[src/common/cac_pkg.sv]
// Package: constants, register map and mode types of the counter array
package cac_pkg;
    localparam int NUM_MODULES = 6;
    localparam int CNT_W = 16;
    localparam int BYTE_W = 8;
    localparam int TB_W = 3;
    // Register addresses on the special function register port
    localparam logic [7:0] ADDR_COUNT_LOW = 8'h00;
    localparam logic [7:0] ADDR_COUNT_HIGH = 8'h01;
    localparam logic [7:0] ADDR_ARRAY_MODE = 8'h02;
    localparam logic [7:0] ADDR_ARRAY_CONTROL = 8'h03;
    localparam logic [7:0] ADDR_MODULE_MODE_BASE = 8'h10;
    localparam logic [7:0] ADDR_CC_LOW_BASE = 8'h20;
    localparam logic [7:0] ADDR_CC_HIGH_BASE = 8'h30;
    // Array mode register fields
    localparam int MD_IDLE_STOP_BIT = 7;
    localparam int MD_TB_LSB = 1;
    localparam int MD_OVF_IRQ_EN_BIT = 0;
    // Array control register fields
    localparam int CN_OVF_FLAG_BIT = 7;
    localparam int CN_RUN_BIT = 6;
    // Module mode register fields
    localparam int MM_WIDE_PWM_BIT = 7;
    localparam int MM_CMP_EN_BIT = 6;
    localparam int MM_RISE_BIT = 5;
    localparam int MM_FALL_BIT = 4;
    localparam int MM_MATCH_BIT = 3;
    localparam int MM_TOGGLE_BIT = 2;
    localparam int MM_PWM_BIT = 1;
    localparam int MM_IRQ_EN_BIT = 0;
    // Reset values and counter maximum
    localparam logic [7:0] RST_BYTE = 8'h00;
    localparam logic [15:0] RST_COUNT = 16'h0000;
    localparam logic [15:0] COUNT_MAX = 16'hffff;
    // Timebase codes
    localparam logic [2:0] TB_DIV12 = 3'h0;
    localparam logic [2:0] TB_DIV4 = 3'h1;
    localparam logic [2:0] TB_T0_OVF = 3'h2;
    localparam logic [2:0] TB_EXT_FALL = 3'h3;
    localparam logic [2:0] TB_SYSCLK = 3'h4;
    localparam logic [2:0] TB_XOSC8 = 3'h5;
    // Timing counts
    localparam int DIV12_COUNT = 12;
    localparam int DIV4_COUNT = 4;
    localparam int XOSC_DIV = 8;
    localparam int MIN_LEVEL_CYCLES = 2;
    localparam int ECI_MIN_FALL_CYCLES = 4;
    // Decoded mode of one module
    typedef enum logic [2:0] {
        CAC_MODE_NONE,
        CAC_MODE_CAPTURE,
        CAC_MODE_SW_TIMER,
        CAC_MODE_HS_OUT,
        CAC_MODE_FREQ_OUT,
        CAC_MODE_PWM8,
        CAC_MODE_WIDE_PULSE_SELECT
    } cac_mode_t;
endpackage : cac_pkg

[src/common/cac_if.sv]
// Interface: register port, strobes and pins between CPU side and counter array
interface cac_if (
    input wire logic mclk,
    input wire logic rst_n
);
    logic [7:0] addr;
    logic [7:0] wdata;
    logic wr_en;
    logic rd_en;
    logic [7:0] rdata;
    logic idle;
    logic t0_overflow;
    logic external_count_input;
    logic xosc_clk;
    logic [5:0] module_io_line;
    logic irq;

    modport device (
        input mclk, rst_n, addr, wdata, wr_en, rd_en, idle, t0_overflow,
        input external_count_input, xosc_clk, module_io_line,
        output rdata, irq
    );
    modport host (
        input mclk, rst_n, rdata, irq,
        output addr, wdata, wr_en, rd_en, idle, t0_overflow,
        output external_count_input, xosc_clk, module_io_line
    );
endinterface : cac_if

[src/verilog/cac_array.sv]
// Counter array device end: counter, timebase, capture modules, registers
// What this block does
// - One 16-bit counter as two bytes
// - Low read latches high byte snapshot
// - Reads never disturb counting
// - Timebase select picks div12/div4/t0/ext/sysclk
// - Code 101 counts external oscillator div 8
// - External count falls at most every four clocks
// - Wrap from ffff sets overflow flag
// - Overflow interrupt only when enabled
// - Overflow flag cleared only by software
// - Software enables global and array interrupts
// - Idle stop bit halts counting in idle
// - Six modules, 16-bit registers, shared counter
// - Capture edge select from rise/fall enables
// - Decode timer, high-speed and frequency modes
// - Decode 8-bit and 16-bit PWM modes
// - Module flag interrupts only when enabled
// - Capture loads counter into module register
// - Capture sets module event flag
// - Module flag cleared only by software
// - Levels need two stable clocks
// - Low write clears, high write sets comparator
module cac_array
    import cac_pkg::*;
(
    cac_if.device bus,
    output cac_pkg::cac_mode_t mode_out [cac_pkg::NUM_MODULES]
);
    import cac_pkg::*;

    logic [15:0] count_r;
    logic [7:0] snap_high_r;
    logic [7:0] array_mode_r;
    logic run_r;
    logic ovf_flag_r;
    logic [5:0] evt_flag_r;
    logic [7:0] mmode_r [NUM_MODULES];
    logic [15:0] cc_r [NUM_MODULES];
    logic [3:0] div_cnt_r;
    logic [2:0] eci_sync_r;
    logic [2:0] xosc_sync_r;
    logic [2:0] xdiv_r;
    logic xdiv_tog_r;
    logic eci_lvl_r;
    logic [7:0] rdata_r;
    logic tick;
    logic count_en;
    logic wrap;
    logic [5:0] cap_evt;
    logic [2:0] tb_sel;

    assign tb_sel = array_mode_r[MD_TB_LSB +: TB_W];

    // Free divider for the twelve and four rates; one pulse per period
    always_ff @(posedge bus.mclk) begin
        if (!bus.rst_n) begin
            div_cnt_r <= 4'h0;
        end else if (div_cnt_r == 4'(DIV12_COUNT - 1)) begin
            div_cnt_r <= 4'h0;
        end else begin
            div_cnt_r <= div_cnt_r + 4'h1;
        end
    end

    // Three-stage samplers; stages 2 and 3 agreeing gives a clean edge
    always_ff @(posedge bus.mclk) begin
        if (!bus.rst_n) begin
            eci_sync_r <= 3'h7;
            eci_lvl_r <= 1'b1;
        end else begin
            eci_sync_r <= {eci_sync_r[1:0], bus.external_count_input};
            if (eci_sync_r[1] == eci_sync_r[2]) eci_lvl_r <= eci_sync_r[2];
        end
    end

    // Oscillator divided by eight on its own edges would need a second
    // clock; instead sample it here, valid while it is under half mclk
    always_ff @(posedge bus.mclk) begin
        if (!bus.rst_n) begin
            xosc_sync_r <= 3'h0;
            xdiv_r <= 3'h0;
            xdiv_tog_r <= 1'b0;
        end else begin
            xosc_sync_r <= {xosc_sync_r[1:0], bus.xosc_clk};
            if (xosc_sync_r[1] && !xosc_sync_r[2]) begin
                xdiv_r <= xdiv_r + 3'h1;
                if (xdiv_r == 3'(XOSC_DIV - 1)) begin
                    xdiv_tog_r <= 1'b1;
                end else begin
                    xdiv_tog_r <= 1'b0;
                end
            end else begin
                xdiv_tog_r <= 1'b0;
            end
        end
    end

    // Timebase select
    always_comb begin
        case (tb_sel)
            TB_DIV12: tick = (div_cnt_r == 4'h0);
            TB_DIV4: tick = (div_cnt_r[1:0] == 2'h0);
            TB_T0_OVF: tick = bus.t0_overflow;
            TB_EXT_FALL: tick = eci_lvl_r && !eci_sync_r[1] && !eci_sync_r[2];
            TB_SYSCLK: tick = 1'b1;
            TB_XOSC8: tick = xdiv_tog_r;
            default: tick = 1'b0;
        endcase
    end

    // Idle halts counting only when the idle stop bit is set
    assign count_en = run_r && tick && !(bus.idle && array_mode_r[MD_IDLE_STOP_BIT]);
    assign wrap = count_en && (count_r == COUNT_MAX);

    // Counter; bus reads do not touch it
    always_ff @(posedge bus.mclk) begin
        if (!bus.rst_n) begin
            count_r <= RST_COUNT;
        end else if (bus.wr_en && bus.addr == ADDR_COUNT_LOW) begin
            count_r[7:0] <= bus.wdata;
        end else if (bus.wr_en && bus.addr == ADDR_COUNT_HIGH) begin
            count_r[15:8] <= bus.wdata;
        end else if (count_en) begin
            count_r <= count_r + 16'h0001;
        end
    end

    // Snapshot of the high byte taken on a low byte read
    always_ff @(posedge bus.mclk) begin
        if (!bus.rst_n) begin
            snap_high_r <= RST_BYTE;
        end else if (bus.rd_en && bus.addr == ADDR_COUNT_LOW) begin
            snap_high_r <= count_r[15:8];
        end
    end

    // Per-module line filter and mode decode
    genvar g;
    generate
        for (g = 0; g < NUM_MODULES; g++) begin : g_mod
            logic [2:0] sync_r;
            logic lvl_r;
            logic rise;
            logic fall;
            always_ff @(posedge bus.mclk) begin
                if (!bus.rst_n) begin
                    sync_r <= 3'h0;
                    lvl_r <= 1'b0;
                end else begin
                    sync_r <= {sync_r[1:0], bus.module_io_line[g]};
                    // Level accepted only after two agreeing samples
                    if (sync_r[1] == sync_r[2]) begin
                        lvl_r <= sync_r[2];
                    end
                end
            end
            assign rise = sync_r[1] && sync_r[2] && !lvl_r;
            assign fall = !sync_r[1] && !sync_r[2] && lvl_r;
            // Capture mode needs match, toggle and pwm clear
            assign cap_evt[g] = !mmode_r[g][MM_MATCH_BIT] && !mmode_r[g][MM_TOGGLE_BIT]
                && !mmode_r[g][MM_PWM_BIT]
                && ((mmode_r[g][MM_RISE_BIT] && rise)
                || (mmode_r[g][MM_FALL_BIT] && fall));
            always_comb begin
                logic [7:0] m;
                m = mmode_r[g];
                if (cap_evt[g] || (!m[MM_MATCH_BIT] && !m[MM_TOGGLE_BIT] && !m[MM_PWM_BIT]
                    && (m[MM_RISE_BIT] || m[MM_FALL_BIT]))) begin
                    mode_out[g] = CAC_MODE_CAPTURE;
                end else if (m[MM_CMP_EN_BIT] && m[MM_MATCH_BIT] && !m[MM_PWM_BIT]) begin
                    mode_out[g] = m[MM_TOGGLE_BIT] ? CAC_MODE_HS_OUT
                        : CAC_MODE_SW_TIMER;
                end else if (m[MM_CMP_EN_BIT] && m[MM_TOGGLE_BIT] && m[MM_PWM_BIT]
                    && !m[MM_MATCH_BIT]) begin
                    mode_out[g] = CAC_MODE_FREQ_OUT;
                end else if (m[MM_CMP_EN_BIT] && m[MM_PWM_BIT] && !m[MM_MATCH_BIT]
                    && !m[MM_TOGGLE_BIT] && !m[MM_RISE_BIT] && !m[MM_FALL_BIT]) begin
                    mode_out[g] = m[MM_WIDE_PWM_BIT] ? CAC_MODE_WIDE_PULSE_SELECT
                        : CAC_MODE_PWM8;
                end else begin
                    mode_out[g] = CAC_MODE_NONE;
                end
            end
        end
    endgenerate

    // Module mode and capture registers; capture beats a same-cycle write
    always_ff @(posedge bus.mclk) begin
        if (!bus.rst_n) begin
            for (int i = 0; i < NUM_MODULES; i++) begin
                mmode_r[i] <= RST_BYTE;
                cc_r[i] <= RST_COUNT;
            end
        end else begin
            for (int i = 0; i < NUM_MODULES; i++) begin
                if (bus.wr_en && bus.addr == ADDR_MODULE_MODE_BASE + 8'(i)) begin
                    mmode_r[i] <= bus.wdata;
                end else if (bus.wr_en && bus.addr == ADDR_CC_LOW_BASE + 8'(i)) begin
                    mmode_r[i][MM_CMP_EN_BIT] <= 1'b0;
                end else if (bus.wr_en && bus.addr == ADDR_CC_HIGH_BASE + 8'(i)) begin
                    mmode_r[i][MM_CMP_EN_BIT] <= 1'b1;
                end
                if (cap_evt[i]) begin
                    cc_r[i] <= count_r;
                end else if (bus.wr_en && bus.addr == ADDR_CC_LOW_BASE + 8'(i)) begin
                    cc_r[i][7:0] <= bus.wdata;
                end else if (bus.wr_en && bus.addr == ADDR_CC_HIGH_BASE + 8'(i)) begin
                    cc_r[i][15:8] <= bus.wdata;
                end
            end
        end
    end

    // Array mode and run bit; flags set wins over software clear
    always_ff @(posedge bus.mclk) begin
        if (!bus.rst_n) begin
            array_mode_r <= RST_BYTE;
            run_r <= 1'b0;
            ovf_flag_r <= 1'b0;
            evt_flag_r <= 6'h00;
        end else begin
            if (bus.wr_en && bus.addr == ADDR_ARRAY_MODE) begin
                array_mode_r <= bus.wdata;
            end
            if (bus.wr_en && bus.addr == ADDR_ARRAY_CONTROL) begin
                run_r <= bus.wdata[CN_RUN_BIT];
                ovf_flag_r <= wrap | bus.wdata[CN_OVF_FLAG_BIT];
                evt_flag_r <= cap_evt | bus.wdata[5:0];
            end else begin
                ovf_flag_r <= ovf_flag_r | wrap;
                evt_flag_r <= evt_flag_r | cap_evt;
            end
        end
    end

    // Read data
    always_ff @(posedge bus.mclk) begin
        if (!bus.rst_n) begin
            rdata_r <= RST_BYTE;
        end else if (bus.rd_en) begin
            rdata_r <= RST_BYTE;
            if (bus.addr == ADDR_COUNT_LOW) rdata_r <= count_r[7:0];
            if (bus.addr == ADDR_COUNT_HIGH) rdata_r <= snap_high_r;
            if (bus.addr == ADDR_ARRAY_MODE) rdata_r <= array_mode_r;
            if (bus.addr == ADDR_ARRAY_CONTROL) rdata_r <= {ovf_flag_r, run_r, evt_flag_r};
            for (int i = 0; i < NUM_MODULES; i++) begin
                if (bus.addr == ADDR_MODULE_MODE_BASE + 8'(i)) rdata_r <= mmode_r[i];
                if (bus.addr == ADDR_CC_LOW_BASE + 8'(i)) rdata_r <= cc_r[i][7:0];
                if (bus.addr == ADDR_CC_HIGH_BASE + 8'(i)) rdata_r <= cc_r[i][15:8];
            end
        end
    end
    assign bus.rdata = rdata_r;

    // One request line; global gating is the CPU's business
    always_comb begin
        logic any_mod;
        any_mod = 1'b0;
        for (int i = 0; i < NUM_MODULES; i++) begin
            any_mod = any_mod | (evt_flag_r[i] & mmode_r[i][MM_IRQ_EN_BIT]);
        end
        bus.irq = any_mod | (ovf_flag_r & array_mode_r[MD_OVF_IRQ_EN_BIT]);
    end
endmodule : cac_array

[src/flat_wrapper.sv]
// flat-port wrapper written by rule: the top's interface ports become plain ports
module cac_array_flat import cac_pkg::*;
  (mode_out, mclk, rst_n, bus_addr, bus_wdata, bus_wr_en, bus_rd_en, bus_idle, bus_t0_overflow, bus_external_count_input, bus_xosc_clk, bus_module_io_line, bus_rdata, bus_irq);
  cac_if bus_i (.mclk(mclk), .rst_n(rst_n));
  output cac_pkg::cac_mode_t mode_out[cac_pkg::NUM_MODULES];
  input wire logic mclk;
  input wire logic rst_n;
  input wire logic [$bits(bus_i.addr)-1:0] bus_addr;
  input wire logic [$bits(bus_i.wdata)-1:0] bus_wdata;
  input wire logic [$bits(bus_i.wr_en)-1:0] bus_wr_en;
  input wire logic [$bits(bus_i.rd_en)-1:0] bus_rd_en;
  input wire logic [$bits(bus_i.idle)-1:0] bus_idle;
  input wire logic [$bits(bus_i.t0_overflow)-1:0] bus_t0_overflow;
  input wire logic [$bits(bus_i.external_count_input)-1:0] bus_external_count_input;
  input wire logic [$bits(bus_i.xosc_clk)-1:0] bus_xosc_clk;
  input wire logic [$bits(bus_i.module_io_line)-1:0] bus_module_io_line;
  output wire logic [$bits(bus_i.rdata)-1:0] bus_rdata;
  output wire logic [$bits(bus_i.irq)-1:0] bus_irq;
  assign bus_i.addr = bus_addr;
  assign bus_i.wdata = bus_wdata;
  assign bus_i.wr_en = bus_wr_en;
  assign bus_i.rd_en = bus_rd_en;
  assign bus_i.idle = bus_idle;
  assign bus_i.t0_overflow = bus_t0_overflow;
  assign bus_i.external_count_input = bus_external_count_input;
  assign bus_i.xosc_clk = bus_xosc_clk;
  assign bus_i.module_io_line = bus_module_io_line;
  assign bus_rdata = bus_i.rdata;
  assign bus_irq = bus_i.irq;
  cac_array u_core (.bus(bus_i), .mode_out(mode_out));
endmodule
[config.mk]
export PLATFORM = sky130hd
export DESIGN_NAME = cac_array_flat
export DESIGN_NICKNAME = d
export VERILOG_FILES = /design/src/common/cac_pkg.sv /design/src/common/cac_if.sv /design/src/verilog/cac_array.sv /design/src/flat_wrapper.sv
export SDC_FILE = /design/constraint.sdc
export NUM_CORES = 1
export LEC_CHECK = 0
export BUFFER_PORTS_ARGS = -buffer_cell sky130_fd_sc_hd__buf_2
export CAP_MARGIN = 15
export CORE_MARGIN = 1
export CORE_UTILIZATION = 35
export CTS_CLUSTER_DIAMETER = 80
export DETAILED_ROUTE_END_ITERATION = 10
export GPL_TIMING_DRIVEN = 1
export PLACE_DENSITY = 0.61
export REMOVE_ABC_BUFFERS = 1
export SLEW_MARGIN = 10
export SYNTH_ARGS = -nofsm -noshare
export SYNTH_HDL_FRONTEND = slang
export SYNTH_SLANG_ARGS = --single-unit
export TNS_END_PERCENT = 50
[constraint.sdc]
create_clock -name mclk -period 3.2 [get_ports mclk]
set_input_delay 0.64 -clock mclk [delete_from_list [all_inputs] [get_ports mclk]]
set_output_delay 0.64 -clock mclk [all_outputs]
set_load 0.02 [all_outputs]
==> key figures <==
Run status
  • Status: finished, final reports clean

Floorplanning
  • Die Footprint: approximately 37000 sq um
  • Number of standard-cell rows in the floorplan: 69
  • Chip height: ~190 microns
  • I/O pins: 57
  • Die width: ~190 microns
  • Initial Utilization: 0.354
  • Area of the core: approximately 35000 sq um

Global routing
  • Remaining Overflow, GRT: 0
  • Maximum number of pins on one net before global-route repair: 26
  • Wire length of the first global-routing pass: between 70000 and 80000 microns
  • Number of antenna violations at the first check in global routing: 0
  • Total track usage: 0.272
  • Vias in the first global route: ~10k

Timing
  • Slew at the pin closest to its max-slew limit: around 1.1 ns
  • Final setup slack of the worst path: approximately 0.49 ns
  • Min Clock Period, post-route: 2.71 ns
  • Setup TNS after final layout: 0 ns
  • Setup repair after global routing missed its margin: false
  • Fmax: ~370 MHz
  • Final setup vio count: 0
  • Final number of hold-violating endpoints: 0
  • Clk_skew: 0.0280 ns
  • Number of pins exceeding their max-slew limit in the final report: 0
  • Share of the clock period used by the worst path: 0.848
  • Max-slew headroom: 0.271

Finish
  • Area growth syn-to-layout: 15.1%
  • Number of fillers in the final layout: ~3.5k
  • Final-stage net count: 1399
  • Post-layout instance count excluding filler cells: around 1.8k
  • Fraction of layout instances using a drive strength above 1: 0.162
  • Register Area: between 6000 and 7000 sq um
  • Antenna Diode Count: 0
  • Area of combinational cells with multiple inputs: between 5000 and 6000 sq um

Drt
  • DRC violations left: 0
  • Via-per-instance ratio: approximately 6
  • Drt wl/cell: 27.4 microns
  • Remaining number of nets flagged by the antenna check after routing: 0
  • Via count of the routed design: 11.3k
  • WL final: roughly 50000 microns
  • Initial detailed-routing violation count: 1287
  • Number of iterations in the first detailed-routing pass: 6

Pwr
  • Static Leak: ~5.3 nW
  • Worst vdd rail ir drop: roughly 0.32 mV
  • Total power density per cell area: roughly 480 nW/um^2

Placement
  • Buffers on Ports: 56
  • Total placed cells including tap cells: 1785
  • Placer congestion estimate: ~1.1
  • DP Worst Slack: about 0.11 ns
  • Detailed placer's ending HPWL: 36200 microns

Setup path
  • Crit path max-delay family: simple AND/OR/NAND/NOR gates
  • RR Startpoint: u_core.g_mod[5].sync_r[2]
  • Startpoint-to-endpoint class of the critical path: flip-flop to output port
  • Most frequent cell on the critical path: sky130_fd_sc_hd__nand2_1
  • Maximum cell stage delay along the critical path: approximately 0.47 ns
  • Kind of start point of the critical path: flip-flop
  • Data arrival at the endpoint of the critical path: ~2.1 ns
  • CP bufs+invs: 1
  • Setup slack of the worst register-to-register path: 0.67 ns
  • Maximum fanout encountered on the critical timing path: 4
  • Critical Path, Cell by Cell: nor4_1, nand2_1, o21ai_0, nand2_1, o41ai_1, buf_2
  • Critical Path Sink Type: output port
  • Required time of the worst setup path: 2.56 ns
  • Cell with the largest stage delay on the worst path: sky130_fd_sc_hd__edfxtp_1
  • Critical R2R Capture: u_core.cc_r[0][90]
  • Path depth of the worst reg2reg path: 6

Synthesis
  • Seq/Total Area, Yosys: 0.483
  • Post-Syn Area: 12600 sq um
  • Syn Inst Count: about 1.3k
  • Register bit total from synthesis: between 200 and 250
  • Predominant post-synthesis flop cell: sky130_fd_sc_hd__edfxtp_1
  • Cell variety after synth: 90
  • Avg Synthesized Cell Area: just under 10 sq um
  • Count of flip-flops with a built-in enable after synthesis: about 140
  • YS warnings: 0
  • Share of synthesized flip-flops with an asynchronous set or reset: 0

Clocking
  • Clock Latency Late Sink: 0.56 ns
  • Clock transition at path regs: approximately 0.060 ns
  • Hold Buf Count CTS: 0
  • TritonCTS buffer count: 25
  • Setup Fix Bufs, Post-CTS: 0
  • Post-cts sizing count: 0
  • CTS Sinks: between 200 and 250
  • Number of buffers on the longest clock path: 3
  • Clock Tree Root: sky130_fd_sc_hd__clkbuf_16
  • Maximum level of the CTS H-tree: 1
  • TritonCTS clock tree: built

Min path
  • Origin of the worst min-delay path: bus_external_count_input
  • Worst hold path depth: 2
  • Worst Hold End: u_core.eci_sync_r[0]
  • Path class of the lowest-slack min-delay path: primary input to flip-flop

Job
  • Reported max-cap violation count: 0
metrics by stage:
| stage | hold slack [ns] | total power, W | util | area [sq um] |
|---|---|---|---|---|
| 2_1_floorplan | 0.386 | 0.00361 | - | 12100 |
| 3_3_place_gp | 0.403 | 0.00398 | 0.384 | 13600 |
| 3_5_place_dp | 0.410 | 0.00398 | 0.384 | 13600 |
| 4_1_cts | 0.257 | 0.00691 | 0.407 | 14500 |
| 5_1_grt | 0.282 | 0.00706 | 0.407 | 14500 |
| 6_report | 0.266 | 0.00690 | 0.407 | 14500 |
state kept, by name, indices dropped and copies added (netlist names):
| name | count |
|---|---|
| u_core.ovf_flag_r | 1 |
| u_core.snap_high_r | 8 |
| u_core.g_mod.lvl_r | 6 |
| u_core.xdiv_tog_r | 1 |
| u_core.xosc_sync_r | 3 |
| u_core.g_mod.sync_r | 18 |
| u_core.xdiv_r | 3 |
| u_core.cc_r | 96 |
| u_core.array_mode_r | 8 |
| u_core.evt_flag_r | 6 |
| u_core.eci_lvl_r | 1 |
| u_core.eci_sync_r | 3 |
| u_core.bus.rdata | 8 |
| u_core.count_r | 16 |
| u_core.mmode_r | 48 |
| u_core.div_cnt_r | 4 |
| u_core.run_r | 1 |
layout make-up:
class	instances	area share
inverters	29	0.00753
clock buffers	33	0.0497
flip-flops and latches	231	0.420
repair buffers	141	0.0633
clock inverters	13	0.00744
well taps	461	0.0399
multi-input cells	924	0.413
where the power goes:
part | internal, W | total (W) | switching (W)
combinational | 0.000172 | 0.000574 | 0.000402
clock | 0.00167 | 0.00296 | 0.00129
sequential | 0.00326 | 0.00336 | 0.000106
placed cells by master, fill, tap and decap left out, types with 6 or more instances in the layout:
| cell type | Yosys | final |
|---|---|---|
| sky130_fd_sc_hd__xnor2_1 | 6 | 6 |
| sky130_fd_sc_hd__nor3_1 | 35 | 35 |
| sky130_fd_sc_hd__o21ai_0 | 69 | 69 |
| sky130_fd_sc_hd__o32ai_1 | 12 | 12 |
| sky130_fd_sc_hd__a22o_1 | 98 | 98 |
| sky130_fd_sc_hd__edfxtp_1 | 144 | 144 |
| sky130_fd_sc_hd__nor4_1 | 9 | 8 |
| sky130_fd_sc_hd__a31oi_1 | 17 | 17 |
| sky130_fd_sc_hd__dfxtp_1 | 87 | 87 |
| sky130_fd_sc_hd__and3_1 | 11 | 11 |
| sky130_fd_sc_hd__clkbuf_16 | 0 | 26 |
| sky130_fd_sc_hd__nor2b_1 | 15 | 15 |
| sky130_fd_sc_hd__clkinv_2 | 0 | 6 |
| sky130_fd_sc_hd__nand4_1 | 9 | 9 |
| sky130_fd_sc_hd__nand2_1 | 113 | 113 |
| sky130_fd_sc_hd__inv_1 | 27 | 27 |
| sky130_fd_sc_hd__nor2_1 | 112 | 112 |
| sky130_fd_sc_hd__buf_2 | 23 | 57 |
| sky130_fd_sc_hd__o22ai_1 | 25 | 25 |
| sky130_fd_sc_hd__nand2b_1 | 10 | 10 |
| sky130_fd_sc_hd__mux2_2 | 7 | 7 |
| sky130_fd_sc_hd__a21oi_1 | 63 | 63 |
| sky130_fd_sc_hd__and2_1 | 69 | 69 |
| sky130_fd_sc_hd__o2111ai_1 | 7 | 7 |
| sky130_fd_sc_hd__a221oi_1 | 7 | 7 |
| sky130_fd_sc_hd__mux2i_1 | 40 | 40 |
| sky130_fd_sc_hd__buf_4 | 3 | 84 |
| sky130_fd_sc_hd__nand3_1 | 29 | 29 |
| sky130_fd_sc_hd__a22oi_1 | 15 | 15 |
| sky130_fd_sc_hd__ha_1 | 17 | 17 |
| sky130_fd_sc_hd__o211ai_1 | 9 | 9 |
Yosys cell counts (29+ instances only):
master	count	area, sq um
sky130_fd_sc_hd__a21oi_1	63	315
sky130_fd_sc_hd__a22o_1	98	858
sky130_fd_sc_hd__and2_1	69	432
sky130_fd_sc_hd__clkbuf_1	73	274
sky130_fd_sc_hd__dfxtp_1	87	1740
sky130_fd_sc_hd__edfxtp_1	144	4320
sky130_fd_sc_hd__mux2i_1	40	400
sky130_fd_sc_hd__nand2_1	113	424
sky130_fd_sc_hd__nand3_1	29	145
sky130_fd_sc_hd__nor2_1	112	420
sky130_fd_sc_hd__nor3_1	35	175
sky130_fd_sc_hd__o21ai_0	69	345
per-layer routing:
layer  wire length [microns]  GRT usage  share of wire  vias up
met4                    1880      0.101          0.037        0
li1                        -          -              -     4983
met3                    4410     0.0404          0.088      113
met1                   21500      0.378           0.43     5545
met2                   22500      0.427           0.45      618
met5                       0          0              0        -
how the worst max path moves through the flow:
stage          cells after the start  slack [ns]                   to            startpoint
3_3_place_gp                       8        0.13  u_core.bus.rdata[7]           bus_addr[0]
4_1_cts                            6        0.53          mode_out[0]  u_core.mmode_r[5][5]
3_5_place_dp                       8        0.11  u_core.bus.rdata[7]           bus_addr[0]
5_1_grt                            6        0.40          mode_out[0]  u_core.mmode_r[5][5]
6_report                           6        0.49          mode_out[0]  u_core.mmode_r[5][5]
2_1_floorplan                      6        0.03  u_core.bus.rdata[5]           bus_addr[5]
logic make-up after synthesis:
group                    after synthesis  share of synthesized area
AO/OA/AOI/OAI                        390                      0.221
XOR/XNOR                               8                    0.00558
adder cells (fa/ha/maj)               17                     0.0169
buffers and inverters                136                     0.0445
flip-flops                           231                      0.483
multiplexers                          47                     0.0381
AND/OR/NAND/NOR                      462                      0.191
No activity file was read; power rests on OpenSTA's default activity.
